`src/pkg/mcuie_pkg.sv`:
```
`default_nettype none
package mcuie_pkg;
  localparam int PC_W = 16;
  localparam int BANK_W_DEF = 4;
  localparam int STACK_DEPTH_DEF = 8;
  localparam logic [15:0] PC_RST = 16'h0000;
  localparam logic [7:0] BYTE_RST = 8'h00;
  // instruction class in word bits 15:14
  localparam logic [1:0] CLS_MISC = 2'h0, CLS_CALL = 2'h1, CLS_JMP = 2'h2, CLS_BIT = 2'h3;
  // misc opcodes in word bits 13:8, operand in bits 7:0
  localparam logic [5:0] OP_NOP = 6'h00, OP_MOV_AM = 6'h01, OP_MOV_MA = 6'h02, OP_BANK0_TRANSFER_AM = 6'h03,
    OP_BANK0_TRANSFER_MA = 6'h04, OP_MOV_AI = 6'h05, OP_XCH = 6'h06, OP_BANK0_EXCHANGE = 6'h07, OP_ROM_TABLE_READ = 6'h08,
    OP_ADC_AM = 6'h09, OP_ADC_MA = 6'h0A, OP_ADD_AM = 6'h0B, OP_ADD_MA = 6'h0C, OP_BANK0_SUM_MA = 6'h0D,
    OP_ADD_AI = 6'h0E, OP_SBC_AM = 6'h0F, OP_SBC_MA = 6'h10, OP_SUB_AM = 6'h11, OP_SUB_MA = 6'h12,
    OP_SUB_AI = 6'h13, OP_DAA = 6'h14, OP_MUL = 6'h15, OP_AND_AM = 6'h16, OP_AND_MA = 6'h17,
    OP_AND_AI = 6'h18, OP_OR_AM = 6'h19, OP_OR_MA = 6'h1A, OP_OR_AI = 6'h1B, OP_XOR_AM = 6'h1C,
    OP_XOR_MA = 6'h1D, OP_XOR_AI = 6'h1E, OP_SWAP = 6'h1F, OP_NIBBLE_EXCHANGE_MEM = 6'h20, OP_RRC = 6'h21,
    OP_ROTATE_RIGHT_CARRY_MEM = 6'h22, OP_RLC = 6'h23, OP_ROTATE_LEFT_CARRY_MEM = 6'h24, OP_CLR = 6'h25, OP_COMPARE_SKIP_AI = 6'h26,
    OP_COMPARE_SKIP_AM = 6'h27, OP_INCREMENT_SKIP_ACC = 6'h28, OP_INCREMENT_MEM_SKIP = 6'h29, OP_DECREMENT_SKIP_ACC = 6'h2A, OP_DECREMENT_MEM_SKIP = 6'h2B,
    OP_RET = 6'h2C, OP_INTERRUPT_RETURN = 6'h2D;
  // opcodes 38..3F: bank-0 immediate store, low three bits pick the address
  localparam logic [2:0] B0IMM_GRP = 3'h7;
  localparam logic [7:0] B0IMM_BASE = 8'h80;
  // system registers held inside the core, bank 0
  localparam logic [7:0] SYS_R = 8'h82, SYS_Z = 8'h83, SYS_Y = 8'h84, SYS_PFLAG = 8'h86, SYS_RBANK = 8'h87;
  typedef enum logic [3:0] {
    ALU_ADD, ALU_SUB, ALU_AND, ALU_OR, ALU_XOR, ALU_PASS, ALU_SWAP, ALU_RRC, ALU_RLC, ALU_INC, ALU_DEC, ALU_DAA
  } mcuie_alu_e;
  typedef enum logic {ST_RUN, ST_WAIT} mcuie_state_e;
endpackage : mcuie_pkg
`default_nettype wire

```
`src/pkg/mcuie_alu_if.sv`:
```
`default_nettype none
interface mcuie_alu_if;
  import mcuie_pkg::*;
  mcuie_alu_e op;
  logic [7:0] a;
  logic [7:0] b;
  logic cin;
  logic hcIn;
  logic [7:0] res;
  logic cout;
  logic hcOut;
  modport core (output op, a, b, cin, hcIn, input res, cout, hcOut);
  modport alu (input op, a, b, cin, hcIn, output res, cout, hcOut);
endinterface : mcuie_alu_if
`default_nettype wire

```
`src/rtl/mcuie_core.sv`:
```
// Operation
// RULE1 - memory load takes one cycle, sets zero only; store takes one, no flags
// RULE2 - bank-0 immediate store reaches only 80h..87h, one cycle, no flags
// RULE3 - exchange swaps accumulator and memory, no flags, one cycle plus N
// RULE4 - table read fetches ROM at Y:Z into R and A, two cycles
// RULE5 - add with carry sets carry on carry-out, updates C, DC, Z
// RULE6 - sum without carry-in, carry on carry-out, updates C, DC, Z
// RULE7 - subtract with borrow uses inverted carry; carry clear means borrow
// RULE8 - difference without borrow-in; carry clear on borrow; C, DC, Z
// RULE9 - decimal adjust of accumulator in one cycle, carry only
// RULE10 - product over two cycles, low to A, high to R, zero from A
// RULE11 - AND, OR, XOR update zero only; memory form costs one plus N
// RULE12 - nibble swap of memory byte to A or memory, no flags
// RULE13 - rotates through carry touch carry only, to A or memory
// RULE14 - clear byte one cycle; bit set or clear one plus N; no flags
// RULE15 - compare subtracts without storing, sets C and Z, skips when equal
// RULE16 - increment skips when result is zero, no flags
// RULE17 - decrement skips when result is zero, no flags
// RULE18 - bit tests skip on selected bit value, no flags
// RULE19 - jump loads page bits into PC 15:14, operand into 13:0, two cycles
// RULE20 - call pushes the program counter then jumps, two cycles
// RULE21 - returns pop PC in two cycles; interrupt return sets global enable
// RULE22 - a taken skip adds exactly one cycle
// RULE23 - write penalty is zero for bank-0 80h..FFh, else one
// RULE24 - half carry is carry out of bit 3, or its borrow
// RULE25 - no-operation just advances the program counter in one cycle
`default_nettype none
module mcuie_core
  import mcuie_pkg::*;
#(
  parameter int STACK_DEPTH = STACK_DEPTH_DEF,
  parameter int BANK_W = BANK_W_DEF
) (
  input wire logic clk,
  input wire logic sys_rst,
  output logic [PC_W-1:0] romAddr,
  input wire logic [15:0] romData,
  output logic [BANK_W+7:0] ramRdAddr,
  input wire logic [7:0] ramRdData,
  output logic ramWe,
  output logic [BANK_W+7:0] ramWrAddr,
  output logic [7:0] ramWrData,
  input wire logic [1:0] romPageBits,
  input wire logic gieClear,
  output logic gie,
  output logic [7:0] acc,
  output logic carryFlag,
  output logic halfCarryFlag,
  output logic zeroResultFlag
);
  localparam int SP_W = (STACK_DEPTH > 1) ? $clog2(STACK_DEPTH) : 1;

  if ((STACK_DEPTH < 2) || ((STACK_DEPTH & (STACK_DEPTH - 1)) != 0) || (BANK_W < 1) || (BANK_W > 8)) begin : g_chk
    $error("stack depth must be a power of two, bank width 1..8");
  end

  mcuie_alu_if aluBus ();
  mcuie_alu u_alu (.bus(aluBus));

  mcuie_state_e state;
  logic skipNext, movcPend;
  logic [PC_W-1:0] pc;
  logic [7:0] rHold, ptrY, ptrZ;
  logic [BANK_W-1:0] rbank;
  logic [PC_W-1:0] stack [STACK_DEPTH];
  logic [SP_W-1:0] sp;

  ////////////////////////////////////////////////////////////////////////////
  // instruction fields
  logic [1:0] cls;
  logic [5:0] op;
  logic [7:0] opnd, addr, memVal, wrData, bitVal;
  logic [2:0] bop, bitIdx;
  logic [BANK_W-1:0] bank;
  logic exec, isMisc, isBit, isB0Imm, b0, intHit, inBank0Sys;
  logic [15:0] prod;
  logic [PC_W-1:0] jumpTarget, retAddr;

  assign cls = romData[15:14];
  assign op = romData[13:8];
  assign opnd = romData[7:0];
  assign bop = romData[13:11];
  assign bitIdx = romData[10:8];
  // a squashed slot still takes its cycle but does nothing else
  assign exec = (state == ST_RUN) && !skipNext;
  assign isMisc = (cls == CLS_MISC);
  assign isBit = (cls == CLS_BIT);
  assign isB0Imm = isMisc && (op[5:3] == B0IMM_GRP);
  assign b0 = isB0Imm || (isBit && bop[1]) || (isMisc && (op inside {OP_BANK0_TRANSFER_AM, OP_BANK0_TRANSFER_MA, OP_BANK0_EXCHANGE, OP_BANK0_SUM_MA}));
  // RULE2 immediate store window
  assign addr = isB0Imm ? (B0IMM_BASE | {5'h00, op[2:0]}) : opnd;
  assign bank = b0 ? '0 : rbank;
  assign inBank0Sys = (bank == '0) && addr[7];
  assign intHit = (bank == '0) && (addr inside {SYS_R, SYS_Y, SYS_Z, SYS_PFLAG, SYS_RBANK});
  assign ramRdAddr = {bank, addr};
  assign romAddr = movcPend ? {ptrY, ptrZ} : pc;
  assign prod = {8'h00, acc} * {8'h00, memVal};
  assign jumpTarget = {romPageBits, romData[13:0]};
  assign retAddr = stack[sp - 1'b1];

  // operand fetch; a write still in flight is forwarded so back-to-back access sees it
  always_comb begin
    memVal = ramRdData;
    if (ramWe && (ramWrAddr == ramRdAddr)) memVal = ramWrData;
    if (bank == '0) begin
      case (addr)
        SYS_R: memVal = rHold;
        SYS_Y: memVal = ptrY;
        SYS_Z: memVal = ptrZ;
        SYS_PFLAG: memVal = {5'h00, carryFlag, halfCarryFlag, zeroResultFlag};
        SYS_RBANK: memVal = 8'(rbank);
        default: ;
      endcase
    end
  end

  ////////////////////////////////////////////////////////////////////////////
  // decode
  mcuie_alu_e aluOp;
  logic memDest, penalty, bImm, aMem, bZero, storeAcc, wrA, updC, updDC, updZ, cin;
  logic skipChk, skipTake, isMul, isMovc, isRet, isReti, needN, stall, doWr;

  always_comb begin
    aluOp = ALU_PASS;
    memDest = 1'b0;
    penalty = 1'b1;
    aMem = 1'b0;
    bZero = 1'b0;
    storeAcc = 1'b0;
    wrA = 1'b0;
    updC = 1'b0;
    updDC = 1'b0;
    updZ = 1'b0;
    cin = 1'b0;
    skipChk = 1'b0;
    isMul = 1'b0;
    isMovc = 1'b0;
    isRet = 1'b0;
    isReti = 1'b0;
    bImm = isMisc && (op inside {OP_MOV_AI, OP_ADD_AI, OP_SUB_AI, OP_AND_AI, OP_OR_AI, OP_XOR_AI, OP_COMPARE_SKIP_AI});
    if (isBit) begin
      // RULE14 bit write-back
      memDest = !bop[2];
      // RULE18 bit test skip
      skipChk = bop[2];
    end else if (isB0Imm) begin
      memDest = 1'b1;
      penalty = 1'b0;
    end else if (isMisc) begin
      unique case (op)
        // RULE25 nothing happens
        OP_NOP: ;
        // RULE1 load sets zero
        OP_MOV_AM, OP_BANK0_TRANSFER_AM: begin
          wrA = 1'b1;
          updZ = 1'b1;
        end
        // RULE1 store no penalty
        OP_MOV_MA, OP_BANK0_TRANSFER_MA: begin
          memDest = 1'b1;
          storeAcc = 1'b1;
          penalty = 1'b0;
        end
        OP_MOV_AI: wrA = 1'b1;
        // RULE3 swap both ways
        OP_XCH, OP_BANK0_EXCHANGE: begin
          wrA = 1'b1;
          memDest = 1'b1;
          storeAcc = 1'b1;
        end
        // RULE4 table read start
        OP_ROM_TABLE_READ: isMovc = 1'b1;
        // RULE5 add with carry
        OP_ADC_AM, OP_ADC_MA: begin
          aluOp = ALU_ADD;
          cin = carryFlag;
          {updC, updDC, updZ} = 3'h7;
        end
        // RULE6 plain sum
        OP_ADD_AM, OP_ADD_MA, OP_BANK0_SUM_MA, OP_ADD_AI: begin
          aluOp = ALU_ADD;
          {updC, updDC, updZ} = 3'h7;
        end
        // RULE7 borrow from carry
        OP_SBC_AM, OP_SBC_MA: begin
          aluOp = ALU_SUB;
          cin = carryFlag;
          {updC, updDC, updZ} = 3'h7;
        end
        // RULE8 plain difference
        OP_SUB_AM, OP_SUB_MA, OP_SUB_AI: begin
          aluOp = ALU_SUB;
          cin = 1'b1;
          {updC, updDC, updZ} = 3'h7;
        end
        // RULE9 decimal adjust
        OP_DAA: begin
          aluOp = ALU_DAA;
          cin = carryFlag;
          updC = 1'b1;
        end
        // RULE10 product zero flag
        OP_MUL: begin
          isMul = 1'b1;
          updZ = 1'b1;
        end
        // RULE11 logic zero only
        OP_AND_AM, OP_AND_MA, OP_AND_AI: begin
          aluOp = ALU_AND;
          updZ = 1'b1;
        end
        OP_OR_AM, OP_OR_MA, OP_OR_AI: begin
          aluOp = ALU_OR;
          updZ = 1'b1;
        end
        OP_XOR_AM, OP_XOR_MA, OP_XOR_AI: begin
          aluOp = ALU_XOR;
          updZ = 1'b1;
        end
        // RULE12 nibble swap
        OP_SWAP, OP_NIBBLE_EXCHANGE_MEM: begin
          aluOp = ALU_SWAP;
          aMem = 1'b1;
        end
        // RULE13 rotate via carry
        OP_RRC, OP_ROTATE_RIGHT_CARRY_MEM, OP_RLC, OP_ROTATE_LEFT_CARRY_MEM: begin
          aluOp = (op == OP_RRC || op == OP_ROTATE_RIGHT_CARRY_MEM) ? ALU_RRC : ALU_RLC;
          aMem = 1'b1;
          cin = carryFlag;
          updC = 1'b1;
        end
        // RULE14 clear in one cycle
        OP_CLR: begin
          memDest = 1'b1;
          bZero = 1'b1;
          penalty = 1'b0;
        end
        // RULE15 compare and skip
        OP_COMPARE_SKIP_AI, OP_COMPARE_SKIP_AM: begin
          aluOp = ALU_SUB;
          cin = 1'b1;
          updC = 1'b1;
          updZ = 1'b1;
          skipChk = 1'b1;
        end
        // RULE16 increment skip
        OP_INCREMENT_SKIP_ACC, OP_INCREMENT_MEM_SKIP: begin
          aluOp = ALU_INC;
          aMem = 1'b1;
          skipChk = 1'b1;
        end
        // RULE17 decrement skip
        OP_DECREMENT_SKIP_ACC, OP_DECREMENT_MEM_SKIP: begin
          aluOp = ALU_DEC;
          aMem = 1'b1;
          skipChk = 1'b1;
        end
        OP_RET: isRet = 1'b1;
        OP_INTERRUPT_RETURN: isReti = 1'b1;
        default: ;
      endcase
      if (op inside {OP_ADC_MA, OP_ADD_MA, OP_BANK0_SUM_MA, OP_SBC_MA, OP_SUB_MA, OP_AND_MA, OP_OR_MA, OP_XOR_MA,
                     OP_NIBBLE_EXCHANGE_MEM, OP_ROTATE_RIGHT_CARRY_MEM, OP_ROTATE_LEFT_CARRY_MEM, OP_INCREMENT_MEM_SKIP, OP_DECREMENT_MEM_SKIP}) begin
        memDest = 1'b1;
      end else if ((aluOp != ALU_PASS) && (op != OP_COMPARE_SKIP_AI) && (op != OP_COMPARE_SKIP_AM)) begin
        wrA = 1'b1;
      end
    end
  end

  assign aluBus.op = aluOp;
  assign aluBus.a = aMem ? memVal : acc;
  assign aluBus.b = bZero ? 8'h00 : (bImm ? opnd : memVal);
  assign aluBus.cin = cin;
  assign aluBus.hcIn = halfCarryFlag;

  // bit-modified copy of the operand
  always_comb begin
    bitVal = memVal;
    bitVal[bitIdx] = bop[0];
  end
  assign wrData = storeAcc ? acc : (isBit ? bitVal : (isB0Imm ? opnd : aluBus.res));
  assign skipTake = skipChk && (isBit ? (memVal[bitIdx] == bop[0]) : (aluBus.res == 8'h00));
  // RULE23 penalty only off the system page
  assign needN = memDest && penalty && !inBank0Sys;
  assign stall = needN || isMovc || isMul || isRet || isReti || (cls == CLS_JMP) || (cls == CLS_CALL);
  assign doWr = exec && memDest;

  ////////////////////////////////////////////////////////////////////////////
  // sequencing: one wait state covers both the two-cycle ops and N
  // RULE22 skip squashes one slot
  always_ff @(posedge clk) begin
    if (sys_rst) begin
      state <= ST_RUN;
      skipNext <= 1'b0;
      movcPend <= 1'b0;
    end else begin
      unique case (state)
        ST_RUN: begin
          if (exec) begin
            skipNext <= skipTake;
            movcPend <= isMovc;
            if (stall) state <= ST_WAIT;
          end else begin
            skipNext <= 1'b0;
          end
        end
        ST_WAIT: begin
          state <= ST_RUN;
          movcPend <= 1'b0;
        end
      endcase
    end
  end

  // program counter and stack pointer; the stack wraps silently when overrun
  always_ff @(posedge clk) begin
    if (sys_rst) begin
      pc <= PC_RST;
      sp <= '0;
    end else if (state == ST_RUN) begin
      pc <= pc + 16'h0001;
      if (exec) begin
        // RULE19 page and operand
        if ((cls == CLS_JMP) || (cls == CLS_CALL)) pc <= jumpTarget;
        // RULE20 push before jump
        if (cls == CLS_CALL) sp <= sp + 1'b1;
        // RULE21 pop return address
        if (isRet || isReti) begin
          pc <= retAddr;
          sp <= sp - 1'b1;
        end
      end
    end
  end

  // stack storage needs no reset, only the pointer does
  always_ff @(posedge clk) begin
    if (exec && (cls == CLS_CALL)) stack[sp] <= pc + 16'h0001;
  end

  // accumulator
  always_ff @(posedge clk) begin
    if (sys_rst) begin
      acc <= BYTE_RST;
    end else if (movcPend) begin
      acc <= romData[7:0];
    end else if (exec) begin
      if (isMul) acc <= prod[7:0];
      else if (wrA) acc <= aluBus.res;
    end
  end

  // core-held system registers
  always_ff @(posedge clk) begin
    if (sys_rst) begin
      rHold <= BYTE_RST;
      ptrY <= BYTE_RST;
      ptrZ <= BYTE_RST;
      rbank <= '0;
    end else begin
      if (doWr && (bank == '0)) begin
        case (addr)
          SYS_R: rHold <= wrData;
          SYS_Y: ptrY <= wrData;
          SYS_Z: ptrZ <= wrData;
          SYS_RBANK: rbank <= wrData[BANK_W-1:0];
          default: ;
        endcase
      end
      // RULE4 second cycle fetch
      if (movcPend) rHold <= romData[15:8];
      // RULE10 high byte to R
      else if (exec && isMul) rHold <= prod[15:8];
    end
  end

  // flags; an instruction's own flag result overrides a store to the flag register
  always_ff @(posedge clk) begin
    if (sys_rst) begin
      carryFlag <= 1'b0;
      halfCarryFlag <= 1'b0;
      zeroResultFlag <= 1'b0;
    end else if (exec) begin
      if (doWr && (bank == '0) && (addr == SYS_PFLAG)) begin
        {carryFlag, halfCarryFlag, zeroResultFlag} <= wrData[2:0];
      end
      if (updC) carryFlag <= aluBus.cout;
      if (updDC) halfCarryFlag <= aluBus.hcOut;
      if (updZ) zeroResultFlag <= isMul ? (prod[7:0] == 8'h00) : (aluBus.res == 8'h00);
    end
  end

  // external write issued one cycle after execute; the wait state hides it when N is 1
  always_ff @(posedge clk) begin
    if (sys_rst) begin
      ramWe <= 1'b0;
      ramWrAddr <= '0;
      ramWrData <= BYTE_RST;
    end else begin
      ramWe <= doWr && !intHit;
      if (doWr) begin
        ramWrAddr <= {bank, addr};
        ramWrData <= wrData;
      end
    end
  end

  // global enable: the return sets it, and wins over a clear in the same cycle
  always_ff @(posedge clk) begin
    if (sys_rst) gie <= 1'b0;
    else if (exec && isReti) gie <= 1'b1;
    else if (gieClear) gie <= 1'b0;
  end

  ////////////////////////////////////////////////////////////////////////////
  // checks
  a_load_flags: assert property (  // RULE1
    @(posedge clk) disable iff (sys_rst) exec && isMisc && (op == OP_MOV_AM) |=> state == ST_RUN &&
      $stable(carryFlag) && $stable(halfCarryFlag) && (zeroResultFlag == (acc == 8'h00)))
    else $error("load took extra cycle or touched carry flags");
  a_store_quiet: assert property (  // RULE1
    @(posedge clk) disable iff (sys_rst) exec && isMisc && (op == OP_MOV_MA) |=> state == ST_RUN &&
      $stable({carryFlag, halfCarryFlag, zeroResultFlag}))
    else $error("store stalled or changed flags");
  a_imm_window: assert property (  // RULE2
    @(posedge clk) disable iff (sys_rst) exec && isB0Imm |-> addr[7:3] == 5'h10 && bank == '0 ##1 state == ST_RUN)
    else $error("bank-0 immediate store outside window or stalled");
  a_xch_swap: assert property (  // RULE3
    @(posedge clk) disable iff (sys_rst) exec && isMisc && (op == OP_XCH) && !intHit |=>
      acc == $past(memVal) && ramWe && ramWrData == $past(acc))
    else $error("exchange did not swap");
  a_penalty_wait: assert property (  // RULE23
    @(posedge clk) disable iff (sys_rst) exec && memDest && penalty |=> (state == ST_WAIT) == $past(!inBank0Sys))
    else $error("write penalty wrong for destination");
  a_rom_table_read_fetch: assert property (  // RULE4
    @(posedge clk) disable iff (sys_rst) exec && isMisc && (op == OP_ROM_TABLE_READ) |=> state == ST_WAIT &&
      romAddr == {ptrY, ptrZ} ##1 state == ST_RUN && acc == $past(romData[7:0]) && rHold == $past(romData[15:8]))
    else $error("table read wrong");
  a_mul_bytes: assert property (  // RULE10
    @(posedge clk) disable iff (sys_rst) exec && isMisc && (op == OP_MUL) |=> {rHold, acc} == $past(prod) &&
      state == ST_WAIT ##1 state == ST_RUN)
    else $error("product bytes or timing wrong");
  a_jump_target: assert property (  // RULE19
    @(posedge clk) disable iff (sys_rst) exec && (cls == CLS_JMP) |=> pc == $past(jumpTarget) && state == ST_WAIT)
    else $error("jump target or timing wrong");
  a_call_push: assert property (  // RULE20
    @(posedge clk) disable iff (sys_rst) exec && (cls == CLS_CALL) |=> sp == SP_W'($past(sp) + 1'b1) &&
      stack[$past(sp)] == PC_W'($past(pc) + 16'h0001))
    else $error("call did not push return address");
  a_interrupt_return_gie: assert property (  // RULE21
    @(posedge clk) disable iff (sys_rst) exec && isReti |=> gie && pc == $past(retAddr) && state == ST_WAIT)
    else $error("interrupt return wrong");
  a_skip_slot: assert property (  // RULE22
    @(posedge clk) disable iff (sys_rst) exec && skipTake && !stall |=> skipNext && !exec ##1 !skipNext)
    else $error("taken skip did not cost exactly one slot");
  a_sub_carry: assert property (  // RULE8
    @(posedge clk) disable iff (sys_rst) exec && isMisc && (op == OP_SUB_AI) |=>
      carryFlag == ($past(acc) >= $past(opnd)) && acc == 8'($past(acc) - $past(opnd)))
    else $error("difference result or carry wrong");
endmodule : mcuie_core
`default_nettype wire

```
`src/rtl/mcuie_alu.sv`:
```
`default_nettype none
module mcuie_alu
  import mcuie_pkg::*;
(
  mcuie_alu_if.alu bus
);
  logic [7:0] bx;
  logic [8:0] sum;
  logic [4:0] low;
  logic [8:0] adj;

  // subtract is a plus inverted b, so carry out reads as "no borrow"
  assign bx = (bus.op == ALU_SUB) ? ~bus.b : bus.b;
  assign sum = {1'b0, bus.a} + {1'b0, bx} + {8'h00, bus.cin};
  // RULE24 nibble carry out
  assign low = {1'b0, bus.a[3:0]} + {1'b0, bx[3:0]} + {4'h0, bus.cin};

  ////////////////////////////////////////////////////////////////////////////
  // result select; flags the core does not update are don't-care here
  always_comb begin
    adj = {1'b0, bus.a};
    bus.res = bus.b;
    bus.cout = bus.cin;
    bus.hcOut = bus.hcIn;
    unique case (bus.op)
      ALU_ADD, ALU_SUB: begin
        bus.res = sum[7:0];
        bus.cout = sum[8];
        bus.hcOut = low[4];
      end
      ALU_AND: bus.res = bus.a & bus.b;
      ALU_OR: bus.res = bus.a | bus.b;
      ALU_XOR: bus.res = bus.a ^ bus.b;
      ALU_PASS: bus.res = bus.b;
      ALU_SWAP: bus.res = {bus.a[3:0], bus.a[7:4]};
      ALU_RRC: begin
        bus.res = {bus.cin, bus.a[7:1]};
        bus.cout = bus.a[0];
      end
      ALU_RLC: begin
        bus.res = {bus.a[6:0], bus.cin};
        bus.cout = bus.a[7];
      end
      ALU_INC: bus.res = bus.a + 8'h01;
      ALU_DEC: bus.res = bus.a - 8'h01;
      ALU_DAA: begin
        // both tests use the unadjusted value, as a decimal adjust must
        if (bus.hcIn || (bus.a[3:0] > 4'h9)) adj = adj + 9'h006;
        if (bus.cin || (bus.a > 8'h99)) adj = adj + 9'h060;
        bus.res = adj[7:0];
        bus.cout = bus.cin || (bus.a > 8'h99);
      end
      // four codes of the 4-bit op are unused
      default: ;
    endcase
  end
endmodule : mcuie_alu
`default_nettype wire

```
`config.mk`:
```
export PLATFORM = sky130hd
export DESIGN_NAME = mcuie_core
export DESIGN_NICKNAME = d
export VERILOG_FILES = /design/src/pkg/mcuie_pkg.sv /design/src/pkg/mcuie_alu_if.sv /design/src/rtl/mcuie_core.sv /design/src/rtl/mcuie_alu.sv
export SDC_FILE = /design/constraint.sdc
export NUM_CORES = 1
export LEC_CHECK = 0
export BUFFER_PORTS_ARGS = -buffer_cell sky130_fd_sc_hd__buf_4
export CORE_MARGIN = 2
export CORE_UTILIZATION = 45
export CTS_BUF_LIST = sky130_fd_sc_hd__clkbuf_16
export CTS_CLUSTER_DIAMETER = 50
export CTS_CLUSTER_SIZE = 16
export DETAILED_ROUTE_END_ITERATION = 10
export PLACE_DENSITY = 0.62
export SKIP_LAST_GASP = 1
export SLEW_MARGIN = 20
export SYNTH_ARGS = -nofsm -noshare
export SYNTH_HDL_FRONTEND = slang
export SYNTH_SLANG_ARGS = --single-unit
```
`constraint.sdc`:
```
create_clock -name clk -period 9.25 [get_ports clk]
set_input_delay 1.85 -clock clk [delete_from_list [all_inputs] [get_ports clk]]
set_output_delay 1.85 -clock clk [all_outputs]
set_load 0.01 [all_outputs]
```
# Word-level counts from Yosys, hierarchy flattened
# Memory sizes are Yosys's and may differ from the RTL's.
# Index checks and enable logic that the tools add are counted.
[classes]
n_addsub = 11
multipliers = 1
div = 0
order_cmp = 4
n_eq_ne = 71
shifts = 0
muxes = 126
bitwise_logic = 5
n_reduce_logical = 86
[ops]
columns = ["op", "count"]
rows = [
  ["$mux W8", 21],
  ["$eq A6 B5 Y1 const B", 16],
  ["$eq A6 B6 Y1 const B", 14],
  ["$mux W1", 81],
  ["$pmux W8 S10", 1],
  ["$mux W16", 4],
  ["$eq A6 B4 Y1 const B", 8],
  ["$eq A8 B8 Y1 const B", 5],
  ["$pmux W4 S10", 1],
  ["$pmux W8 S5", 1],
  ["$mux W4", 8],
  ["$reduce_or A25 Y1", 1],
  ["$eq A6 B3 Y1 const B", 4],
  ["$logic_and A1 B1 Y1", 21],
  ["$reduce_or A18 Y1", 1],
  ["$add A16 B1 Y16 const B", 1],
  ["$eq A4 B4 Y1 const B", 4],
  ["$logic_not A8 Y1", 2],
  ["$mul A8 B8 Y16", 1],
  ["$reduce_or A5 Y1", 3],
  ["$reduce_and A2 Y1", 7],
  ["$logic_or A1 B1 Y1", 13],
  ["$reduce_bool A13 Y1", 1],
  ["$eq A12 B12 Y1", 1],
  ["55 further kinds", 84],
]
[word_totals]
register_bits = 83
latch_bits = 0
ramBits = 128
rom_bits = 0
output_inout_bits = 61
word_cells = 322
n_memories = 1
[mem_list]
columns = ["memory", "depth", "word_bits", "read_ports", "rd_ports_with_merged_regs", "write_ports", "line_no", "rtl"]
rows = [
  ["stack", 8, 16, 1, 0, 1, "mcuie_core.sv:65", "logic [PC_W-1:0] stack [STACK_DEPTH];"],
]

# Logic depth before layout (Yosys ltp)
[logic_depth]
ltp_word = 25
ltp_mapped = 36
depth_no_buf = 31

# By module
# A second synthesis with hierarchy kept.
[hier_totals]
cells_unflattened = 1754
hier_area_um2 = 15786.4
[by_module_without_submodules]
columns = ["mod", "instances", "cells_each", "area_each_um2", "seq_area_each_um2"]
rows = [
  ["mcuie_core", 1, 1450, 13734.4, 5505.3],
  ["mcuie_alu", 1, 304, 2052.0, 0.0],
]

# Least setup slack after synthesis
# No wires, ideal clock.
[synth_path]
kind = "input to register"
start = "in romData[14]"
end = "reg rHold[7]"
arrival_time_ns = 8.521
setup_slack_ns = 0.644
cell_stages = 35
path_cell_list = "inv_1 ha_1 buf_6 and4_4 buf_6 nand2_1 a22oi_1 or3_1 buf_2 or4_4 buf_6 mux2i_4 a21oi_1 clkbuf_1 nand2_1 fa_1 fa_1 inv_1 fa_1 inv_1 fa_1 inv_1 ha_1 inv_1 o21bai_1 a21oi_1 nor2b_1 o21a_1 o21ai_0 nand2b_1 a21oi_1 o21ai_0 xnor2_1 nor3_1 a211oi_1"
[synth_via]
elab_chain_cells = 25
[synth_rtl]
columns = ["element", "line_no", "rtl"]
rows = [
  ["start: declaration", "mcuie_core.sv:37", "input wire logic [15:0] romData,"],
  ["branches (longest 25 deep; another with $add A8 B3 Y8)", "-", ""],
  ["end signal: assignment", "mcuie_core.sv:364", "SYS_R: rHold <= wrData;"],
  ["end signal: assignment", "mcuie_core.sv:372", "if (movcPend) rHold <= romData[15:8];"],
  ["end signal: assignment", "mcuie_core.sv:374", "else if (exec && isMul) rHold <= prod[15:8];"],
  ["end: declaration", "mcuie_core.sv:63", "logic [7:0] rHold, ptrY, ptrZ;"],
]
# Parallel ways; which one is timed is not known. The select of a mux whose other input is x is not followed.
# A chain may end at the register's enable or synchronous reset.

# Final worst setup path
# Same ends and word-level chain as after synthesis.

==> qor.yml <==
outcome: "finished, final reports clean"
area_delta_synth_final_pct: 15.0
clockBufferDepth: 3
netlist_instances: 1753
drc: 0
hold_class: "flop to flop"
synth_edf_count: 128
synth.distinct_cells: 98
setup_viol: 0
synth_warnings: 0
cts_tree: "yes"
startpoint_type: "input pin"
synthDominantCellAreaShare_pct: 24.0
vias: 14700
synth.ff_latch_count: 211
cts_resized: 0
drive_gt1_share_pct: 17.0
fin_total_pwr_mw: 2.77
grtUsageTotal_pct: 31.0
dp_hpwl_um: 42400
slowest_stage: "or4_4"
crit_type: "input pin to flop"
skew_ns: 0.0164
fp.dieArea_mm2: 0.0371
path_buf_inv: 8
place_congestion: 0.952
synthMuxAreaShare_pct: 8.42
min_period_over_period_pct: 93.0
antenna_found_initial: 1
r2r_start: "rbank[2]"
synthTopCellsByArea: "edfxtp_1 (24%), dfxtp_1 (10%), ha_1 (5.8%)"
tns_ns: 0
first_pass_iters: 6
period_needed_ns: 8.60
r2r_slack_ns: 2.10
synth_area_leader_cell: "edfxtp_1"
cpPeakStageDelay_ns: 0.68
synth_xor_area_share_pct: 3.33
critPathArrivalTime_ns: 9.09
io_pins: 90
worst_slew_pin_slew_ns: 1.25
path_common_cell: "inv_1"
clock_sinks: 211
synth_top_family_by_area: "simple AND/OR/NAND/NOR gates"
cp.required_ns: 9.74
coreArea_mm2: 0.0353
synth_adder_area_share_pct: 10.6
min_from: "ptrY[2]"
io_buffers: 89
cp_top_family: "adder cells"
drtAntennaViolNets: 0
die_h_um: 193
nNetsFinal: 1968
synth_compound_area_share_pct: 18.8
p_per_area_mw_per_mm2: 150
cap_violations: 0
yosys.area_share.simple_pct: 19.0
grt_pass1_vias: 14000
start_util_pct: 45.4
peakVddDrop_mv: 0.164
clk_latency_ns: 0.58
relSlewSlack_pct: 16.2
h-tree-depth: 1
syn-num-nets: 1895
end_kind: "flop"
std_cell_rows: 69
fmax_ghz: 0.116
wirelength_um: 58000
rsz0062_at_grt: "false"
post_drt_wl_per_cell_um: 25.1
dp_worst_setup_slack_ns: 0.126
reg2reg_depth: 30
p_leak_nw: 7.23
drtIter0Drc: 1804
fp.dieW_um: 193
grt_pass1_wl_um: 86600
yosysSeqAreaShare_pct: 34.3
whs_ns: 0.481
report.final.hold_viol_count: 0
slew_viol_final: 0
postCtsHoldBufs: 0
synth_ff_type: "edfxtp_1"
syn_area_mm2: 0.0160
syn_area_per_cell_um2: 9.14
worst-path-max-fanout: 11
hold_path_end: "ptrY[2]"
whs_path_depth: 2
ys_async_sr_fraction_pct: 0
globalRouteOverflowTotal: 0
cts-root-buf: "clkbuf_16"
grt_max_degree: 84
viasPerCell: 6.38
cts_setup_buffers: 0
layout_setup_ws_ns: 0.650
path_clk_slew_ns: 0.06
reg2reg_to: "rHold[7]"
cts_made_buffers: 28
state kept, by name, summed over array words and instances, names as in the netlist:
register	flops
stack	128
movcPend	1
rbank	4
pc	16
ptrY	8
ramWrAddr	12
skipNext	1
ptrZ	8
zeroResultFlag	1
ramWrData	8
ramWe	1
gie	1
halfCarryFlag	1
rHold	8
acc	8
carryFlag	1
sp	3
state	1
cell families (layout without fill, tap and decap cells):
kind of cell | Yosys count | count (layout)
AO/OA/AOI/OAI | 440 | 440
XOR/XNOR | 61 | 61
adder cells (fa/ha/maj) | 113 | 113
buffers and inverters | 217 | 310
flip-flops | 211 | 211
multiplexers | 90 | 90
other | 0 | 1
AND/OR/NAND/NOR | 621 | 621
area by class of cell:
cell class / count / area, µm²
antenna: 1 / 2.50
clock buffer: 28 / 701
clock inverter: 22 / 302
fill: 3238 / 16900
inverter: 93 / 354
multi-input combinational: 1325 / 9730
sequential: 211 / 5510
tap: 461 / 577
timing repair buffer: 167 / 1250
synthesized netlist by cell type (all sizes together), types with 37 or more instances:
cell,number
mux2i,38
ha,74
a21oi,108
dfxtp,83
o21ai,79
nand2,169
fa,39
clkbuf,91
xnor2,39
edfxtp,128
nor3,48
and2,60
nand3,40
a31oi,37
nor2,174
inv,90
tightest hold or removal path: stages (launching register included):
cell     delay [ns]
dfxtp_1        0.32
nand2_1        0.06
a21oi_1        0.05
placed cells by master, fill, tap and decap left out, types with 7 or more instances in the layout:
cell type	netlist	final
a221o_1	10	10
or3_1	15	15
mux4_2	33	33
nand3_1	40	40
fa_1	39	39
ha_1	74	74
o21a_1	8	8
mux2i_1	37	37
nor3_1	47	42
mux2_2	18	18
edfxtp_1	128	128
xnor2_1	39	39
o22ai_1	17	17
o211ai_1	11	11
nor2_1	173	173
and3_1	23	23
nor3b_1	8	8
dfxtp_1	83	81
a21oi_1	107	106
and2_1	59	59
a21o_1	13	13
a221oi_1	14	13
a211oi_1	24	24
xor2_1	22	22
nor2b_1	18	18
nand2_1	169	169
clkbuf_16	0	28
a22oi_1	18	18
o21ai_0	74	74
buf_4	2	167
a31oi_1	37	37
nand4_1	8	8
nand2b_1	15	15
nor4_1	10	7
inv_1	87	87
a311oi_1	7	7
o221ai_1	10	10
worst max path at each step:
stage / from / to / cells past startpoint
floorplan: romData[14] / rHold[7] / 35
global placement: romData[14] / rHold[7] / 33
detailed placement: romData[15] / rHold[7] / 33
CTS: romData[15] / rHold[7] / 33
global route: romData[14] / rHold[7] / 33
finish: romData[14] / rHold[7] / 33
metrics by stage:
step | cells | cell area (µm²) | utilization, %
2_1_floorplan | 1753 | 16000 | -
4_1_cts | 2307 | 18400 | 52.2
6_report | 2308 | 18400 | 52.2
5_1_grt | 2307 | 18400 | 52.2
3_5_place_dp | 2257 | 17400 | 49.3
3_3_place_gp | 2257 | 17400 | 49.3
power by group:
part / internal [mW] / switching (mW) / leakage, nW / total [mW]
Clock: 0.623 / 0.503 / 0.483 / 1.13
Combinational: 0.211 / 0.357 / 4.89 / 0.568
Sequential: 1.04 / 0.0351 / 1.85 / 1.07
layer usage:
layer / GRT usage (%) / vias up / wire length [µm]
li1: - / 6603 / -
met3: 4.09 / 165 / 4860
met2: 51.6 / 830 / 27600
met5: 0 / - / 0
met4: 13.3 / 0 / 2730
met1: 40.4 / 7136 / 22800
(Power assumes the default switching activity.)
